<file path="config.mk">
export PLATFORM = sky130hd
export DESIGN_NAME = opanel_ctrl
export DESIGN_NICKNAME = d
export VERILOG_FILES = /design/src/opanel_ctrl.v
export VERILOG_INCLUDE_DIRS = /design/src /design/src/pkg
export SDC_FILE = /design/constraint.sdc
export NUM_CORES = 1
export LEC_CHECK = 0
export BUFFER_PORTS_ARGS = -buffer_cell sky130_fd_sc_hd__buf_2
export CAP_MARGIN = 20
export CORE_MARGIN = 8
export CORE_UTILIZATION = 40
export CTS_BUF_LIST = sky130_fd_sc_hd__clkbuf_8 sky130_fd_sc_hd__clkbuf_16
export DETAILED_ROUTE_END_ITERATION = 16
export SLEW_MARGIN = 10
export SYNTH_ARGS = -nofsm -noshare
export SYNTH_HDL_FRONTEND = slang
export SYNTH_SLANG_ARGS = --single-unit
</file>
<file path="constraint.sdc">
create_clock -name i_clk -period 19.9 [get_ports i_clk]
set_input_delay 0 -clock i_clk [delete_from_list [all_inputs] [get_ports i_clk]]
set_output_delay 0 -clock i_clk [all_outputs]
set_load 0.02 [all_outputs]
</file>
<file path="src/pkg/opanel_map.vh">
// Constants for the operator panel control block
// Notes on behaviour
// - Eighteen address lamps show counter; top unused
// - Address clear zeroes the whole address counter
// - Address switch sets its bit only
// - Running program: address switches ignored, lamps dark
// - Lamp shows time-of-day lines disabled
// - Lamp shows interval timer decrement inhibited
// - Lockout leaves only jumps, stop releases active
// - Lamp shows halt on parity configured
// - Four memory fault lamps, one per pair
// - Instruction fault lamp on illegal operation code
// - Jump select lights/enables; release clears; lockout-proof
// - Manual jump halts on field 4 or lit stop
// - Halt lights release-stop lamp; start clears, resumes
// - Guard or lockout: manual jump never halts
// - Fault clear spares clock fault; alarm silence
// - Channel clear resets I/O and subsystems
// - Processor clear resets; start runs from counter
// - Stop halts instructions, I/O continues
// - Six-digit 24-hour clock wraps to zero
// - Lockout ignores all ten clock switches
// - Clock start, stop, clear, fault reset
// - Six stepping switches advance stopped clock digits
`ifndef OPANEL_MAP_VH
`define OPANEL_MAP_VH

// Register byte offsets
`define OP_ADDR_CTRL 12'h000
`define OP_ADDR_PAC 12'h004
`define OP_ADDR_LAMPS 12'h008
`define OP_ADDR_TOD 12'h00c

// Control register fields
`define OP_CTRL_LOCKOUT 0
`define OP_CTRL_GUARD 1
`define OP_CTRL_PARITY_HALT 2
`define OP_CTRL_TOD_DIS 3
`define OP_CTRL_ITMR_DIS 4
`define OP_CTRL_W 5
`define OP_CTRL_RESET 5'h00

// Panel switch vector layout
`define OP_SW_W 47
`define OP_SW_ADDR 0
`define OP_SW_ACLR 17
`define OP_SW_JSEL 18
`define OP_SW_JREL 21
`define OP_SW_SSEL 24
`define OP_SW_SREL 27
`define OP_SW_FCLR 30
`define OP_SW_ALM 31
`define OP_SW_BOOT 32
`define OP_SW_CHCLR 33
`define OP_SW_PCLR 34
`define OP_SW_START 35
`define OP_SW_STOP 36
`define OP_SW_TOD 37

// Time-of-day switch order within the ten-bit group
`define OP_TOD_FRST 0
`define OP_TOD_START 1
`define OP_TOD_STOP 2
`define OP_TOD_CLEAR 3
`define OP_TOD_STEP 4

// Manual jump field value that stops whatever the stop select lamps show, unless guard or lockout is set
`define OP_JFIELD_ALWAYS 3'h4

// Digit limits: hours tens, hours units, minutes, hundredths
`define OP_LIM_HT 4'h2
`define OP_LIM_HU 4'h9
`define OP_LIM_HU_AT_20 4'h3
`define OP_LIM_MT 4'h5
`define OP_LIM_DEC 4'h9

// One hundredth of a minute, in nanoseconds, and the clock period
`define OP_TICK_NS 600000000
`define OP_CLK_NS 4

`endif

</file>
<file path="src/opanel_ctrl.v">
// Operator panel control: address counter, lamps, jumps, stops, day clock
//
// The register addresses and the APB register port were decided locally.
`timescale 1ns/1ns
`include "opanel_map.vh"

module opanel_ctrl #(
    parameter TICK_CYCLES = `OP_TICK_NS / `OP_CLK_NS
) (
    // Clock and reset
    input wire i_clk,
    input wire i_rst,
    // APB slave
    input wire i_psel,
    input wire i_penable,
    input wire i_pwrite,
    input wire [11:0] i_paddr,
    input wire [31:0] i_pwdata,
    output reg [31:0] o_prdata,
    output reg o_pready,
    output reg o_pslverr,
    // Panel switches, asynchronous momentary contacts
    input wire [16:0] i_addr_switches,
    input wire i_address_clear_switch,
    input wire [2:0] i_jump_select_switches,
    input wire [2:0] i_jump_release_switches,
    input wire [2:0] i_stop_select_switches,
    input wire [2:0] i_stop_release_switches,
    input wire i_fault_lamp_clear_switch,
    input wire i_alarm_silence_switch,
    input wire i_bootstrap_load_switch,
    input wire i_channel_clear_switch,
    input wire i_processor_clear_switch,
    input wire i_start_switch,
    input wire i_stop_switch,
    input wire [9:0] i_tod_switches,
    // Processor control section, same clock
    input wire i_cpu_running,
    input wire i_pac_load,
    input wire [16:0] i_pac_value,
    input wire i_mj_valid,
    input wire [2:0] i_mj_jfield,
    input wire [3:0] i_mem_parity_err,
    input wire i_illegal_op,
    input wire i_cond_fault,
    input wire i_console_fault,
    input wire i_tod_transient,
    // Lamps
    output reg [17:0] o_pac_lamps,
    output reg o_tod_disable_lamp,
    output reg o_interval_timer_disable_lamp,
    output reg o_guard_lamp,
    output reg o_lockout_lamp,
    output reg o_parity_halt_lamp,
    output reg [3:0] o_mem_fault_lamps,
    output reg o_instruction_fault_lamp,
    output reg o_processor_condition_lamp,
    output reg o_console_fault_lamp,
    output reg o_tod_fault_lamp,
    output reg o_alarm,
    output reg [2:0] o_jump_select_lamps,
    output reg [2:0] o_stop_select_lamps,
    output reg [3:0] o_stop_release_lamps,
    // Commands to the processor and channels
    output reg [17:0] o_pac,
    output reg [2:0] o_jump_enable,
    output reg o_mj_halt,
    output reg o_cpu_start,
    output reg o_cpu_stop,
    output reg o_cpu_clear,
    output reg o_io_clear,
    output reg o_master_clear,
    output reg o_bootstrap_load,
    output reg [23:0] o_tod
);

////////////////////////////////////////////////////////////////////////////////
// Switch synchronisers and press detection

wire [`OP_SW_W-1:0] sw_raw;
reg [`OP_SW_W-1:0] sw_meta_reg;
reg [`OP_SW_W-1:0] sw_sync_reg;
reg [`OP_SW_W-1:0] sw_last_reg;
wire [`OP_SW_W-1:0] press;

assign sw_raw = {i_tod_switches, i_stop_switch, i_start_switch, i_processor_clear_switch,
                 i_channel_clear_switch, i_bootstrap_load_switch, i_alarm_silence_switch,
                 i_fault_lamp_clear_switch, i_stop_release_switches, i_stop_select_switches,
                 i_jump_release_switches, i_jump_select_switches, i_address_clear_switch,
                 i_addr_switches};

// Holding a switch down gives one action only
always @(posedge i_clk or posedge i_rst) begin
    if (i_rst) begin
        sw_meta_reg <= {`OP_SW_W{1'b0}};
        sw_sync_reg <= {`OP_SW_W{1'b0}};
        sw_last_reg <= {`OP_SW_W{1'b0}};
    end else begin
        sw_meta_reg <= sw_raw;
        sw_sync_reg <= sw_meta_reg;
        sw_last_reg <= sw_sync_reg;
    end
end

assign press = sw_sync_reg & ~sw_last_reg;

reg [`OP_CTRL_W-1:0] ctrl_reg;
wire lockout = ctrl_reg[`OP_CTRL_LOCKOUT];
wire guard = ctrl_reg[`OP_CTRL_GUARD];
wire panel_ok = ~lockout;

wire [16:0] p_addr = press[`OP_SW_ADDR +: 17];
wire p_aclr = press[`OP_SW_ACLR];
wire [2:0] p_jsel = press[`OP_SW_JSEL +: 3];
wire [2:0] p_jrel = press[`OP_SW_JREL +: 3];
wire [2:0] p_ssel = press[`OP_SW_SSEL +: 3];
wire [2:0] p_srel = press[`OP_SW_SREL +: 3];
wire p_fclr = press[`OP_SW_FCLR] & panel_ok;
wire p_alm = press[`OP_SW_ALM] & panel_ok;
wire p_start = press[`OP_SW_START] & panel_ok;
wire [9:0] p_tod = press[`OP_SW_TOD +: 10] & {10{~lockout}};

////////////////////////////////////////////////////////////////////////////////
// Program address counter

wire addr_ok = panel_ok & ~i_cpu_running;

always @(posedge i_clk or posedge i_rst) begin
    if (i_rst) begin
        o_pac <= 18'h00000;
        o_pac_lamps <= 18'h00000;
    end else begin
        if (i_pac_load) begin
            o_pac <= {1'b0, i_pac_value};
        end else if (addr_ok && p_aclr) begin
            o_pac <= 18'h00000;
        end else if (addr_ok) begin
            o_pac <= o_pac | {1'b0, p_addr};
        end
        // Lamps go dark while the program runs; bit 17 never lights
        o_pac_lamps <= i_cpu_running ? 18'h00000 : {1'b0, o_pac[16:0]};
    end
end

////////////////////////////////////////////////////////////////////////////////
// Mode, disable and fault lamps

wire fault_evt = (|i_mem_parity_err) | i_illegal_op | i_cond_fault | i_console_fault
                 | i_tod_transient;

always @(posedge i_clk or posedge i_rst) begin
    if (i_rst) begin
        o_tod_disable_lamp <= 1'b0;
        o_interval_timer_disable_lamp <= 1'b0;
        o_guard_lamp <= 1'b0;
        o_lockout_lamp <= 1'b0;
        o_parity_halt_lamp <= 1'b0;
        o_mem_fault_lamps <= 4'h0;
        o_instruction_fault_lamp <= 1'b0;
        o_processor_condition_lamp <= 1'b0;
        o_console_fault_lamp <= 1'b0;
        o_tod_fault_lamp <= 1'b0;
        o_alarm <= 1'b0;
    end else begin
        o_tod_disable_lamp <= ctrl_reg[`OP_CTRL_TOD_DIS];
        o_interval_timer_disable_lamp <= ctrl_reg[`OP_CTRL_ITMR_DIS];
        o_guard_lamp <= guard;
        o_lockout_lamp <= lockout;
        o_parity_halt_lamp <= ctrl_reg[`OP_CTRL_PARITY_HALT];
        // A fault arriving with the clear press wins over the clear
        o_mem_fault_lamps <= (o_mem_fault_lamps & {4{~p_fclr}}) | i_mem_parity_err;
        o_instruction_fault_lamp <= (o_instruction_fault_lamp & ~p_fclr) | i_illegal_op;
        o_processor_condition_lamp <= (o_processor_condition_lamp & ~p_fclr) | i_cond_fault;
        o_console_fault_lamp <= (o_console_fault_lamp & ~p_fclr) | i_console_fault;
        // The clock fault lamp has its own reset among the clock switches
        o_tod_fault_lamp <= (o_tod_fault_lamp & ~p_tod[`OP_TOD_FRST]) | i_tod_transient;
        o_alarm <= (o_alarm & ~p_alm) | fault_evt;
    end
end

////////////////////////////////////////////////////////////////////////////////
// Jumps, stops and processor commands

wire [1:0] jidx = i_mj_jfield[1:0];
wire stop_hit = (i_mj_jfield == `OP_JFIELD_ALWAYS) |
                (i_mj_jfield[2] & (jidx != 2'b00) & o_stop_select_lamps[jidx - 2'b01]);
wire mj_stop = i_mj_valid & ~guard & ~lockout & stop_hit;

always @(posedge i_clk or posedge i_rst) begin
    if (i_rst) begin
        o_jump_select_lamps <= 3'h0;
        o_jump_enable <= 3'h0;
        o_stop_select_lamps <= 3'h0;
        o_stop_release_lamps <= 4'h0;
        o_mj_halt <= 1'b0;
        o_cpu_start <= 1'b0;
        o_cpu_stop <= 1'b0;
        o_cpu_clear <= 1'b0;
        o_io_clear <= 1'b0;
        o_master_clear <= 1'b0;
        o_bootstrap_load <= 1'b0;
    end else begin
        // Release wins when select and release are pressed together
        o_jump_select_lamps <= (o_jump_select_lamps | p_jsel) & ~p_jrel;
        o_jump_enable <= (o_jump_select_lamps | p_jsel) & ~p_jrel;
        o_stop_select_lamps <= (o_stop_select_lamps | (p_ssel & {3{panel_ok}})) & ~p_srel;
        if (mj_stop) begin
            o_stop_release_lamps <= 4'h1 << jidx;
        end else if (p_start) begin
            o_stop_release_lamps <= 4'h0;
        end
        o_mj_halt <= mj_stop;
        o_cpu_start <= p_start;
        o_cpu_stop <= press[`OP_SW_STOP] & panel_ok;
        o_cpu_clear <= press[`OP_SW_PCLR] & panel_ok;
        o_io_clear <= press[`OP_SW_CHCLR] & panel_ok;
        o_master_clear <= press[`OP_SW_CHCLR] & panel_ok;
        o_bootstrap_load <= press[`OP_SW_BOOT] & panel_ok;
    end
end

////////////////////////////////////////////////////////////////////////////////
// Time-of-day counter, BCD hh mm cc

reg tod_run_reg;
reg [31:0] tick_cnt_reg;
wire tick = tod_run_reg & (tick_cnt_reg == TICK_CYCLES - 1);

wire [3:0] d_ht = o_tod[23:20];
wire [3:0] d_hu = o_tod[19:16];
wire [3:0] d_mt = o_tod[15:12];
wire [3:0] d_mu = o_tod[11:8];
wire [3:0] d_ct = o_tod[7:4];
wire [3:0] d_cu = o_tod[3:0];
wire [3:0] hu_lim = (d_ht == `OP_LIM_HT) ? `OP_LIM_HU_AT_20 : `OP_LIM_HU;

// Next value of one digit and whether it wrapped
function [4:0] dstep;
    input [3:0] d;
    input [3:0] lim;
    begin
        dstep = (d >= lim) ? {1'b1, 4'h0} : {1'b0, d + 4'h1};
    end
endfunction

wire [4:0] n_cu = dstep(d_cu, `OP_LIM_DEC);
wire [4:0] n_ct = dstep(d_ct, `OP_LIM_DEC);
wire [4:0] n_mu = dstep(d_mu, `OP_LIM_DEC);
wire [4:0] n_mt = dstep(d_mt, `OP_LIM_MT);
wire [4:0] n_hu = dstep(d_hu, hu_lim);
wire [4:0] n_ht = dstep(d_ht, `OP_LIM_HT);

reg [23:0] tod_next;
always @* begin
    tod_next = o_tod;
    // Carry ripple from hundredths up; 23:59.99 rolls to 00:00.00
    if (tick) begin
        tod_next[3:0] = n_cu[3:0];
        if (n_cu[4]) begin
            tod_next[7:4] = n_ct[3:0];
            if (n_ct[4]) begin
                tod_next[11:8] = n_mu[3:0];
                if (n_mu[4]) begin
                    tod_next[15:12] = n_mt[3:0];
                    if (n_mt[4]) begin
                        tod_next[19:16] = n_hu[3:0];
                        if (n_hu[4]) begin
                            tod_next[23:20] = n_ht[3:0];
                        end
                    end
                end
            end
        end
    end else if (!tod_run_reg) begin
        // Stepping works on a stopped clock only, one digit, no carry
        if (p_tod[`OP_TOD_STEP + 5]) tod_next[23:20] = n_ht[3:0];
        if (p_tod[`OP_TOD_STEP + 4]) tod_next[19:16] = n_hu[3:0];
        if (p_tod[`OP_TOD_STEP + 3]) tod_next[15:12] = n_mt[3:0];
        if (p_tod[`OP_TOD_STEP + 2]) tod_next[11:8] = n_mu[3:0];
        if (p_tod[`OP_TOD_STEP + 1]) tod_next[7:4] = n_ct[3:0];
        if (p_tod[`OP_TOD_STEP]) tod_next[3:0] = n_cu[3:0];
    end
    if (p_tod[`OP_TOD_CLEAR]) begin
        tod_next = 24'h000000;
    end
end

always @(posedge i_clk or posedge i_rst) begin
    if (i_rst) begin
        tod_run_reg <= 1'b0;
        tick_cnt_reg <= 32'h00000000;
        o_tod <= 24'h000000;
    end else begin
        if (p_tod[`OP_TOD_STOP]) begin
            tod_run_reg <= 1'b0;
        end else if (p_tod[`OP_TOD_START]) begin
            tod_run_reg <= 1'b1;
        end
        if (!tod_run_reg || tick) begin
            tick_cnt_reg <= 32'h00000000;
        end else begin
            tick_cnt_reg <= tick_cnt_reg + 32'h00000001;
        end
        o_tod <= tod_next;
    end
end

////////////////////////////////////////////////////////////////////////////////
// APB slave, zero wait states; read data captured in the setup cycle

wire setup = i_psel & ~i_penable;
wire wr_acc = i_psel & i_penable & i_pwrite;
wire mapped = (i_paddr == `OP_ADDR_CTRL) | (i_paddr == `OP_ADDR_PAC) |
              (i_paddr == `OP_ADDR_LAMPS) | (i_paddr == `OP_ADDR_TOD);

reg [31:0] rd_mux;
always @* begin
    case (i_paddr)
        `OP_ADDR_CTRL: rd_mux = {27'h0000000, ctrl_reg};
        `OP_ADDR_PAC: rd_mux = {14'h0000, o_pac};
        `OP_ADDR_LAMPS: rd_mux = {4'h0, o_stop_release_lamps, 1'b0, o_stop_select_lamps,
                                  1'b0, o_jump_select_lamps, o_mem_fault_lamps,
                                  5'h00, o_alarm, o_tod_fault_lamp, o_console_fault_lamp,
                                  o_processor_condition_lamp, o_instruction_fault_lamp,
                                  tod_run_reg, i_cpu_running};
        `OP_ADDR_TOD: rd_mux = {8'h00, o_tod};
        default: rd_mux = 32'h00000000;
    endcase
end

always @(posedge i_clk or posedge i_rst) begin
    if (i_rst) begin
        ctrl_reg <= `OP_CTRL_RESET;
        o_prdata <= 32'h00000000;
        o_pready <= 1'b0;
        o_pslverr <= 1'b0;
    end else begin
        o_pready <= 1'b1;
        if (setup) begin
            o_prdata <= i_pwrite ? 32'h00000000 : rd_mux;
            o_pslverr <= ~mapped;
        end
        if (wr_acc && i_paddr == `OP_ADDR_CTRL) begin
            ctrl_reg <= i_pwdata[`OP_CTRL_W-1:0];
        end
    end
end

endmodule // opanel_ctrl

</file>
==> out/metrics.sh, run 1 <==
DRT_PRE_ANTENNA_ITERS=5
WORST_SKEW_PAIR.LATE_LATENCY_PS=550
DP.FINAL_HPWL_MM=19.7
FIN_WORST_SKEW_PS=12.2
POWERDENSITY_nW_PER_UM2=108
SLEW-LIMIT-HEADROOM_PCT=34.0
SYN_AVG_CELL_AREA_UM2=12.3
CTS.SINKS=297
FINAL_NETS=1382
REGAREA_UM2=7430
GRT.TOTAL_USAGE_PCT=17.6
GRT_SETUP_UNREPAIRED='no'
COMBINATIONALPOWERSHARE_PCT=13.2
WORST_CASE_CLOCK_BUFFER_DEPTH=3
STARTING_DENSITY_OF_THE_CORE_PCT=40.7
FP.DIEAREA_UM2=33000
WORST-ENDPOINT-ARRIVAL_PS=2830
ANTENNA_VIOLATING_NETS_POST_ROUTE=0
SYNTH-EDFF-COUNT=0
DRC_VIOLATION_TOTAL_AFTER_THE_FIRST_TRITONROUTE_ITERATION=421
VIAS_PER_CELL=4.97
CTSROOTBUFFERMASTER='clkbuf_16'
PLACER_CONGESTION_ESTIMATE=0.811
TIMING.FINAL.MAX_SLEW_VIOLATIONS=0
DRC=0
MAXCAPVIOLCOUNT=0
NUMBER_OF_GLOBAL_ROUTE_VIAS_BEFORE_REPAIR=8297
FLOORPLAN.CORE_AREA_UM2=27000
IO_PINS=255
TRITONCTS='built'
MAX_SLEW.WORST_PIN.SLEW_PS=986
GRT_START_MAX_NET_PINS=93
SYNTHESIS.YOSYS.WARNINGS=0
CTS_SETUP_BUFFERS=0
DP_SLACK_PS=17430
MOST_FREQUENT_CELL_AFTER_SYNTHESIS='dfrtp_1'
CRITPATHCAPTURETYPE='register'
CELL_TYPES_OCCUPYING_THE_MOST_AREA_AFTER_SYNTHESIS='dfrtp_1 (68%), nand2_1 (3.1%), ha_1 (2.5%)'
MAX_VDD_DROP_mV=0.0904
POWER_SWITCHING_SHARE_PCT=25.9
POST-ROUTE-PERIOD-UTIL_PCT=11.9
FMAX_MHz=421
FINAL_NUMBER_OF_SETUP_VIOLATING_ENDPOINTS=0
PLACE.DETAILED.INSTANCES=1423
SYNTH_TOP_CELL_BY_AREA='dfrtp_1'
DIE_H_UM=182
CRIT_REQUIRED_PS=20360
TIMING.SETUP.TNS_PS=0
WORSTPATHMAXFANOUT=6
CELLLEAKAGEPOWER_nW=7.18
STD_CELL_ROWS=60
GLOBAL_ROUTE_WIRE_LENGTH_BEFORE_REPAIR_MM=46.6
FILLCELL_TOTAL=2288
POST_DRT_WL_PER_CELL_UM=18.1
FIN_AREA_UM2=14800
DRT_WL_TOTAL_MM=28.9
STDCELL_COUNT=1599
BUFFER_PORTS.INSERTED=221
YOSYSSEQAREASHARE_PCT=67.8
NETSWITCHINGPOWER_mW=0.416
TOTAL_VIAS_IN_THE_FINAL_ROUTE=7942
PLACED_AREA_UM2=12400
PWR-SHARE-CLK_PCT=43.6
HP-CLASS='in -> reg'
MULTI_INPUT_AREA_UM2=3180
POST_SYNTH_NUM_CELL_TYPES=61
POST_SYNTH_INSTANCE_AREA_UM2=11000
ASYNC_FLOP_SHARE_PCT=100
SYNTHESIS.INSTANCES=888
INITIAL_ANTENNA_VIOLATION_COUNT=1
FINAL.SETUP.WORST_SLACK_PS=17530
CTS_BUFFERS=31
OUTCOME='finished clean'
SYNTHDOMINANTCELLAREASHARE_PCT=67.8
CTS_HTREE_LEVELS=1
FINAL_PERIOD_MINUS_WORST_SETUP_SLACK_PS=2370
P_INT_mW=1.19
TIMING_HOLD_VIOLATIONS_FINAL=0
WORSTSETUPSTARTPOINTTYPE='register'
NUMBER_OF_STORAGE_ELEMENTS_IN_THE_SYNTHESIS_NETLIST=297
AREA_GROWTH_PCT=35.2
CLK_TRANSITION_REPORTED_PATHS_PS=60
TIMING.SETUP.CRITICAL_PATH_CLASS='reg -> reg'
YS_TOP_CELLS_BY_COUNT='dfrtp_1 (297), nand2_1 (90), nor2_1 (53)'
OVERFLOW=0
POWER.SEQUENTIAL.FRACTION_PCT=43.2
DIE_OUTLINE_WIDTH_UM=182
DOMINANTREGCELLSYNTH='dfrtp_1'
LAYOUT-DRIVE-GT1-SHARE_PCT=24.9
kinds of logic (layout without fill, tap and decap cells):
family	Yosys count	in the layout	synth area share, %
buffers and inverters	86	450	3.40
other	2	8	0.0685
adders and majority gates	22	22	2.51
AOI/OAI and AO/OA	160	160	8.89
xor gates and xnor gates	28	28	2.24
and+or+nand+nor	270	270	12.6
DFF	297	297	67.8
muxes	23	23	2.47
stage by stage:
stage,util [%],total power [mW],hold WS (ps)
after global routing,55.0,1.67,71.7
after floorplan,-,0.816,31.4
after detailed placement,45.9,0.901,109
after CTS,54.9,1.62,44.9
after global placement,45.9,0.895,108
final,55.0,1.60,67.8
area by class of cell:
type                            instances  share of cell area [%]
Multi-Input combinational cell        510                    21.4
Timing Repair Buffer                  344                    15.7
Clock buffer                           32                    5.33
Inverter                               49                    1.29
Tap cell                              341                    2.88
Sequential cell                       297                    50.1
Clock inverter                         25                    3.19
Antenna cell                            1                  0.0169
per-layer routing:
| metal | global-route usage, % | vias to the layer above | routed length (um) |
|---|---|---|---|
| met5 | 0 | - | 0 |
| met4 | 4.89 | 0 | 814 |
| met3 | 3.53 | 54 | 1620 |
| met2 | 28.9 | 212 | 13700 |
| met1 | 23.4 | 3969 | 12800 |
| li1 | - | 3707 | - |
power by group through the flow:
stage / Combinational (mW) / Clock, mW / Sequential [mW]
2_1_floorplan: 0.0955 / 0 / 0.720
3_3_place_gp: 0.192 / 0 / 0.703
3_5_place_dp: 0.196 / 0 / 0.704
4_1_cts: 0.214 / 0.715 / 0.693
5_1_grt: 0.236 / 0.738 / 0.699
6_report: 0.212 / 0.700 / 0.693
path summary, 6_finish.rpt:
| check | start | endpoint | slack [ps] | cells after the start |
|---|---|---|---|---|
| max in group asynchronous | i_rst | o_stop_select_lamps[0]$_DFF_PP0_ | 18460 | 4 |
| max | o_tod[0]$_DFFE_PP0P_ | o_tod[19]$_DFFE_PP0P_ | 17530 | 8 |
| min in group asynchronous | i_rst | sw_meta_reg[3]$_DFF_PP0_ | 90 | 3 |
| min reg2reg | sw_meta_reg[11]$_DFF_PP0_ | sw_sync_reg[11]$_DFF_PP0_ | 350 | 0 |
| max reg2reg | o_tod[0]$_DFFE_PP0P_ | o_tod[19]$_DFFE_PP0P_ | 17530 | 8 |
| min | i_psel | o_prdata[23]$_DFFE_PP0P_ | 70 | 5 |
timing repair:
item                                   4_1_cts  5_1_grt
endpoints found under the hold margin      204        0
gates resized for setup                      0        0
hold buffers                               117        0
cell usage in the layout, fill, tap and decap left out, types with 9 or more instances in the layout:
| master | netlist | layout |
|---|---|---|
| nand2b_1 | 9 | 9 |
| a22oi_1 | 20 | 20 |
| mux2_2 | 12 | 12 |
| inv_1 | 49 | 49 |
| dlygate4sd3_1 | 0 | 117 |
| nand3_1 | 25 | 25 |
| o21ai_0 | 37 | 37 |
| a21oi_1 | 23 | 23 |
| ha_1 | 22 | 22 |
| bufinv_16 | 0 | 13 |
| o21ai_1 | 27 | 27 |
| nor2b_1 | 19 | 19 |
| xor2_1 | 20 | 20 |
| clkbuf_16 | 0 | 31 |
| a31oi_1 | 22 | 22 |
| nand4_1 | 12 | 12 |
| buf_2 | 4 | 221 |
| dfrtp_1 | 297 | 297 |
| nand2_1 | 90 | 90 |
| mux2i_1 | 9 | 9 |
| nor2_1 | 53 | 53 |
worst max-delay path, cell delays in order, from the launching register on:
cell and delay, ps:
dfrtp_1 440, inv_1 120, ha_1 200, or3b_2 200
nand4_1 150, or3_1 440, o21a_1 280, or2_4 290
o31ai_2 160
(Power assumes the default switching activity.)
==> run 2: changes to the inputs <==
==> constraint.sdc (replaced) <==
create_clock -name i_clk -period 2.2 [get_ports i_clk]
set_input_delay 0 -clock i_clk [delete_from_list [all_inputs] [get_ports i_clk]]
set_output_delay 0 -clock i_clk [all_outputs]
set_load 0.02 [all_outputs]
==> run 2 against run 1 <==
Register-to-register slack got worse by 17000 ps; wire length increased by 0.10%; sequential cell count unchanged; sequential power increased to 8.9 times the previous value; critical endpoint is now o_tod[14]$_DFFE_PP0P_; design area increased by 0.58%; via count increased by 0.18%; clock power increased to 7.7 times the previous value; count of clock-buffer cells in the layout increased by 3; critical path depth unchanged; maximum frequency increased by 13%.
==> out/metrics.sh, run 2 (same netlist as run 1, synthesis figures left out) <==
WORST_CASE_CLOCK_BUFFER_DEPTH=3
INITIAL_ANTENNA_VIOLATION_COUNT=0
GRT.TOTAL_USAGE_PCT=17.5
POWER_SWITCHING_SHARE_PCT=27.2
MAX_VDD_DROP_mV=0.697
NETSWITCHINGPOWER_mW=3.75
WL_MET3_MM=1.42
IO_PINS=255
CLK_TRANSITION_REPORTED_PATHS_PS=60
FLOORPLAN.CORE_AREA_UM2=27000
BUFFER_PORTS.INSERTED=221
FIN_WORST_SKEW_PS=11.8
CTS_HTREE_LEVELS=1
POST_DRT_WL_PER_CELL_UM=17.9
MET2WIRELENGTH_MM=13.9
DRT_WL_TOTAL_MM=29.0
TOP_CELL_BY_COUNT_WORST_PATH='buf_4'
P_INT_mW=10.1
DRC_VIOLATION_TOTAL_AFTER_THE_FIRST_TRITONROUTE_ITERATION=423
DIE_OUTLINE_WIDTH_UM=182
STARTING_DENSITY_OF_THE_CORE_PCT=40.7
WORST_HOLD_STARTPOINT='i_paddr[2]'
WORSTPATHMAXFANOUT=4
FIN_AREA_UM2=14900
SLEW-LIMIT-HEADROOM_PCT=44.5
CTSROOTBUFFERMASTER='clkbuf_16'
DP.FINAL_HPWL_MM=20.5
CRITICAL_PATH.REG2REG.STARTPOINT='o_tod[0]$_DFFE_PP0P_'
WORST_PATH_LARGEST_CELL_DELAY_PS=470
CRITICAL_PATH.SLOWEST_CELL='or3b_2'
CTS.SINKS=297
CELLLEAKAGEPOWER_nW=7.24
AREA_GROWTH_PCT=36.0
MOSTFREQUENTLAYOUTCELLS='dfrtp_1 (297), buf_2 (221), dlygate4sd3_1 (108), nand2_1 (90), nor2_1 (53)'
POST-ROUTE-PERIOD-UTIL_PCT=95.8
DRC=0
FINAL_NETS=1407
POWER.SEQUENTIAL.FRACTION_PCT=44.8
FINAL_NUMBER_OF_SETUP_VIOLATING_ENDPOINTS=0
CTS_BUFFERS=30
NUMBER_OF_GLOBAL_ROUTE_VIAS_BEFORE_REPAIR=8361
TRITONCTS='built'
FP.DIEAREA_UM2=33000
DRT_PRE_ANTENNA_ITERS=5
PLACE.DETAILED.INSTANCES=1456
MET1_LENGTH_MM=12.9
ANTENNA_VIOLATING_NETS_POST_ROUTE=0
PLACER_CONGESTION_ESTIMATE=0.814
TIMING_HOLD_VIOLATIONS_FINAL=0
CRITPATHCAPTURETYPE='register'
FMAX_MHz=474
LAYOUT-DRIVE-GT1-SHARE_PCT=27.6
FILLCELL_TOTAL=2233
COMBINATIONALPOWERSHARE_PCT=16.3
WORST_SKEW_PAIR.LATE_LATENCY_PS=540
STDCELL_COUNT=1623
FINAL_PERIOD_MINUS_WORST_SETUP_SLACK_PS=2110
TIMING.FINAL.MAX_SLEW_VIOLATIONS=0
WORST-ENDPOINT-ARRIVAL_PS=2540
STD_CELL_ROWS=60
GRT_START_MAX_NET_PINS=66
CRIT_REQUIRED_PS=2630
PWR-SHARE-CLK_PCT=39.0
MAXUSEDROUTINGLAYER='met4'
HP-CLASS='in -> reg'
WORSTSETUPSTARTPOINTTYPE='register'
LAYOUT.CELLS.MOST_COMMON='dfrtp_1'
REPORT.POWER.TOTAL_mW=13.8
VIAS_PER_CELL=4.90
DIE_H_UM=182
NUMBER_OF_ANTENNA_DIODES=0
GLOBAL_ROUTE_WIRE_LENGTH_BEFORE_REPAIR_MM=46.5
TIMING.CRITICAL_PATH.FROM='o_tod[0]$_DFFE_PP0P_'
TOTAL_VIAS_IN_THE_FINAL_ROUTE=7956
TIMING.SETUP.CRITICAL_PATH_CLASS='reg -> reg'
OUTCOME='finished clean'
MAX_SLEW.WORST_PIN.SLEW_PS=832
OVERFLOW=0
PLACED_AREA_UM2=12700
POWERDENSITY_nW_PER_UM2=926
PATH_CELLS='buf_4, ha_1, or3b_2, nand4_1, buf_4, o211ai_1, and2_4, a41o_1'
MAXCAPVIOLCOUNT=0
[run 2: cell types whose count changed in the layout (fill, tap and decap cells not counted), moves of 2 or more]
cell           previous run  this run
buf_4                     5        35
dlygate4sd3_1           117       108
bufinv_16                13         5
buf_12                    0         6
clkinv_2                  4         9
clkbuf_8                  1         4
inv_6                     2         0
o31ai_1                   4         2
o31ai_2                   1         3
[run 2: timing repair]
action	CTS	global route
gates resized for setup	0	12
setup endpoints to repair	0	12
endpoints found under the hold margin	337	0
buffers inserted	0	3
hold buffers	108	0
[run 2: worst paths after layout]
kind | endpoint | slack [ps] | depth (start not counted)
max in group asynchronous | sw_meta_reg[19]$_DFF_PP0_ | 1390 | 4
hold / removal | o_prdata[12]$_DFFE_PP0P_ | 20 | 3
hold reg to reg | sw_sync_reg[0]$_DFF_PP0_ | 340 | 0
setup / recovery | o_tod[14]$_DFFE_PP0P_ | 90 | 8
min in group asynchronous | sw_meta_reg[28]$_DFF_PP0_ | 90 | 3
setup reg to reg | o_tod[14]$_DFFE_PP0P_ | 90 | 8
[run 2: area by class of cell]
class,count,area [um2],area share (%)
multi-input combinational,510,3220,21.6
inverter,49,188,1.26
timing repair buffer,370,2570,17.2
clock inverter,21,240,1.61
sequential,297,7430,49.9
tap,341,427,2.86
clock buffer,35,831,5.57
[run 2: power by group through the flow]
| stage | combinational [mW] | sequential, mW | clock, mW |
|---|---|---|---|
| 2_1_floorplan | 0.865 | 6.52 | 0 |
| 3_3_place_gp | 2.02 | 6.26 | 0 |
| 3_5_place_dp | 2.06 | 6.28 | 0 |
| 4_1_cts | 2.22 | 6.18 | 5.53 |
| 5_1_grt | 2.47 | 6.23 | 5.74 |
| 6_report | 2.25 | 6.18 | 5.38 |
[run 2: stage by stage]
step / setup slack (ps) / utilization [%] / hold WS (ps) / setup TNS (ps)
after floorplan: -1750 / - / 31.4 / -518350
after global placement: 112 / 47.1 / 97.7 / 0
after detailed placement: 46.9 / 47.1 / 102 / 0
after CTS: 25.5 / 55.1 / 1.89 / 0
after global routing: -22.8 / 55.3 / 26.4 / -42.4
final: 91.3 / 55.3 / 24.4 / 0
[run 2: per-layer routing]
layer / vias to the layer above / GRT usage [%]
li1: 3769 / -
met1: 3936 / 23.6
met2: 208 / 28.7
met3: 43 / 2.99
met4: 0 / 4.95
met5: - / 0
[run 2: critical path: cells and delay by family (launching register included)]
kind                     cells  cell delay [ps]
AND/OR/NAND/NOR              3              800
buffers and inverters        2              280
flip-flops                   1              390
adder cells (fa/ha/maj)      1              180
AO/OA/AOI/OAI                2              360
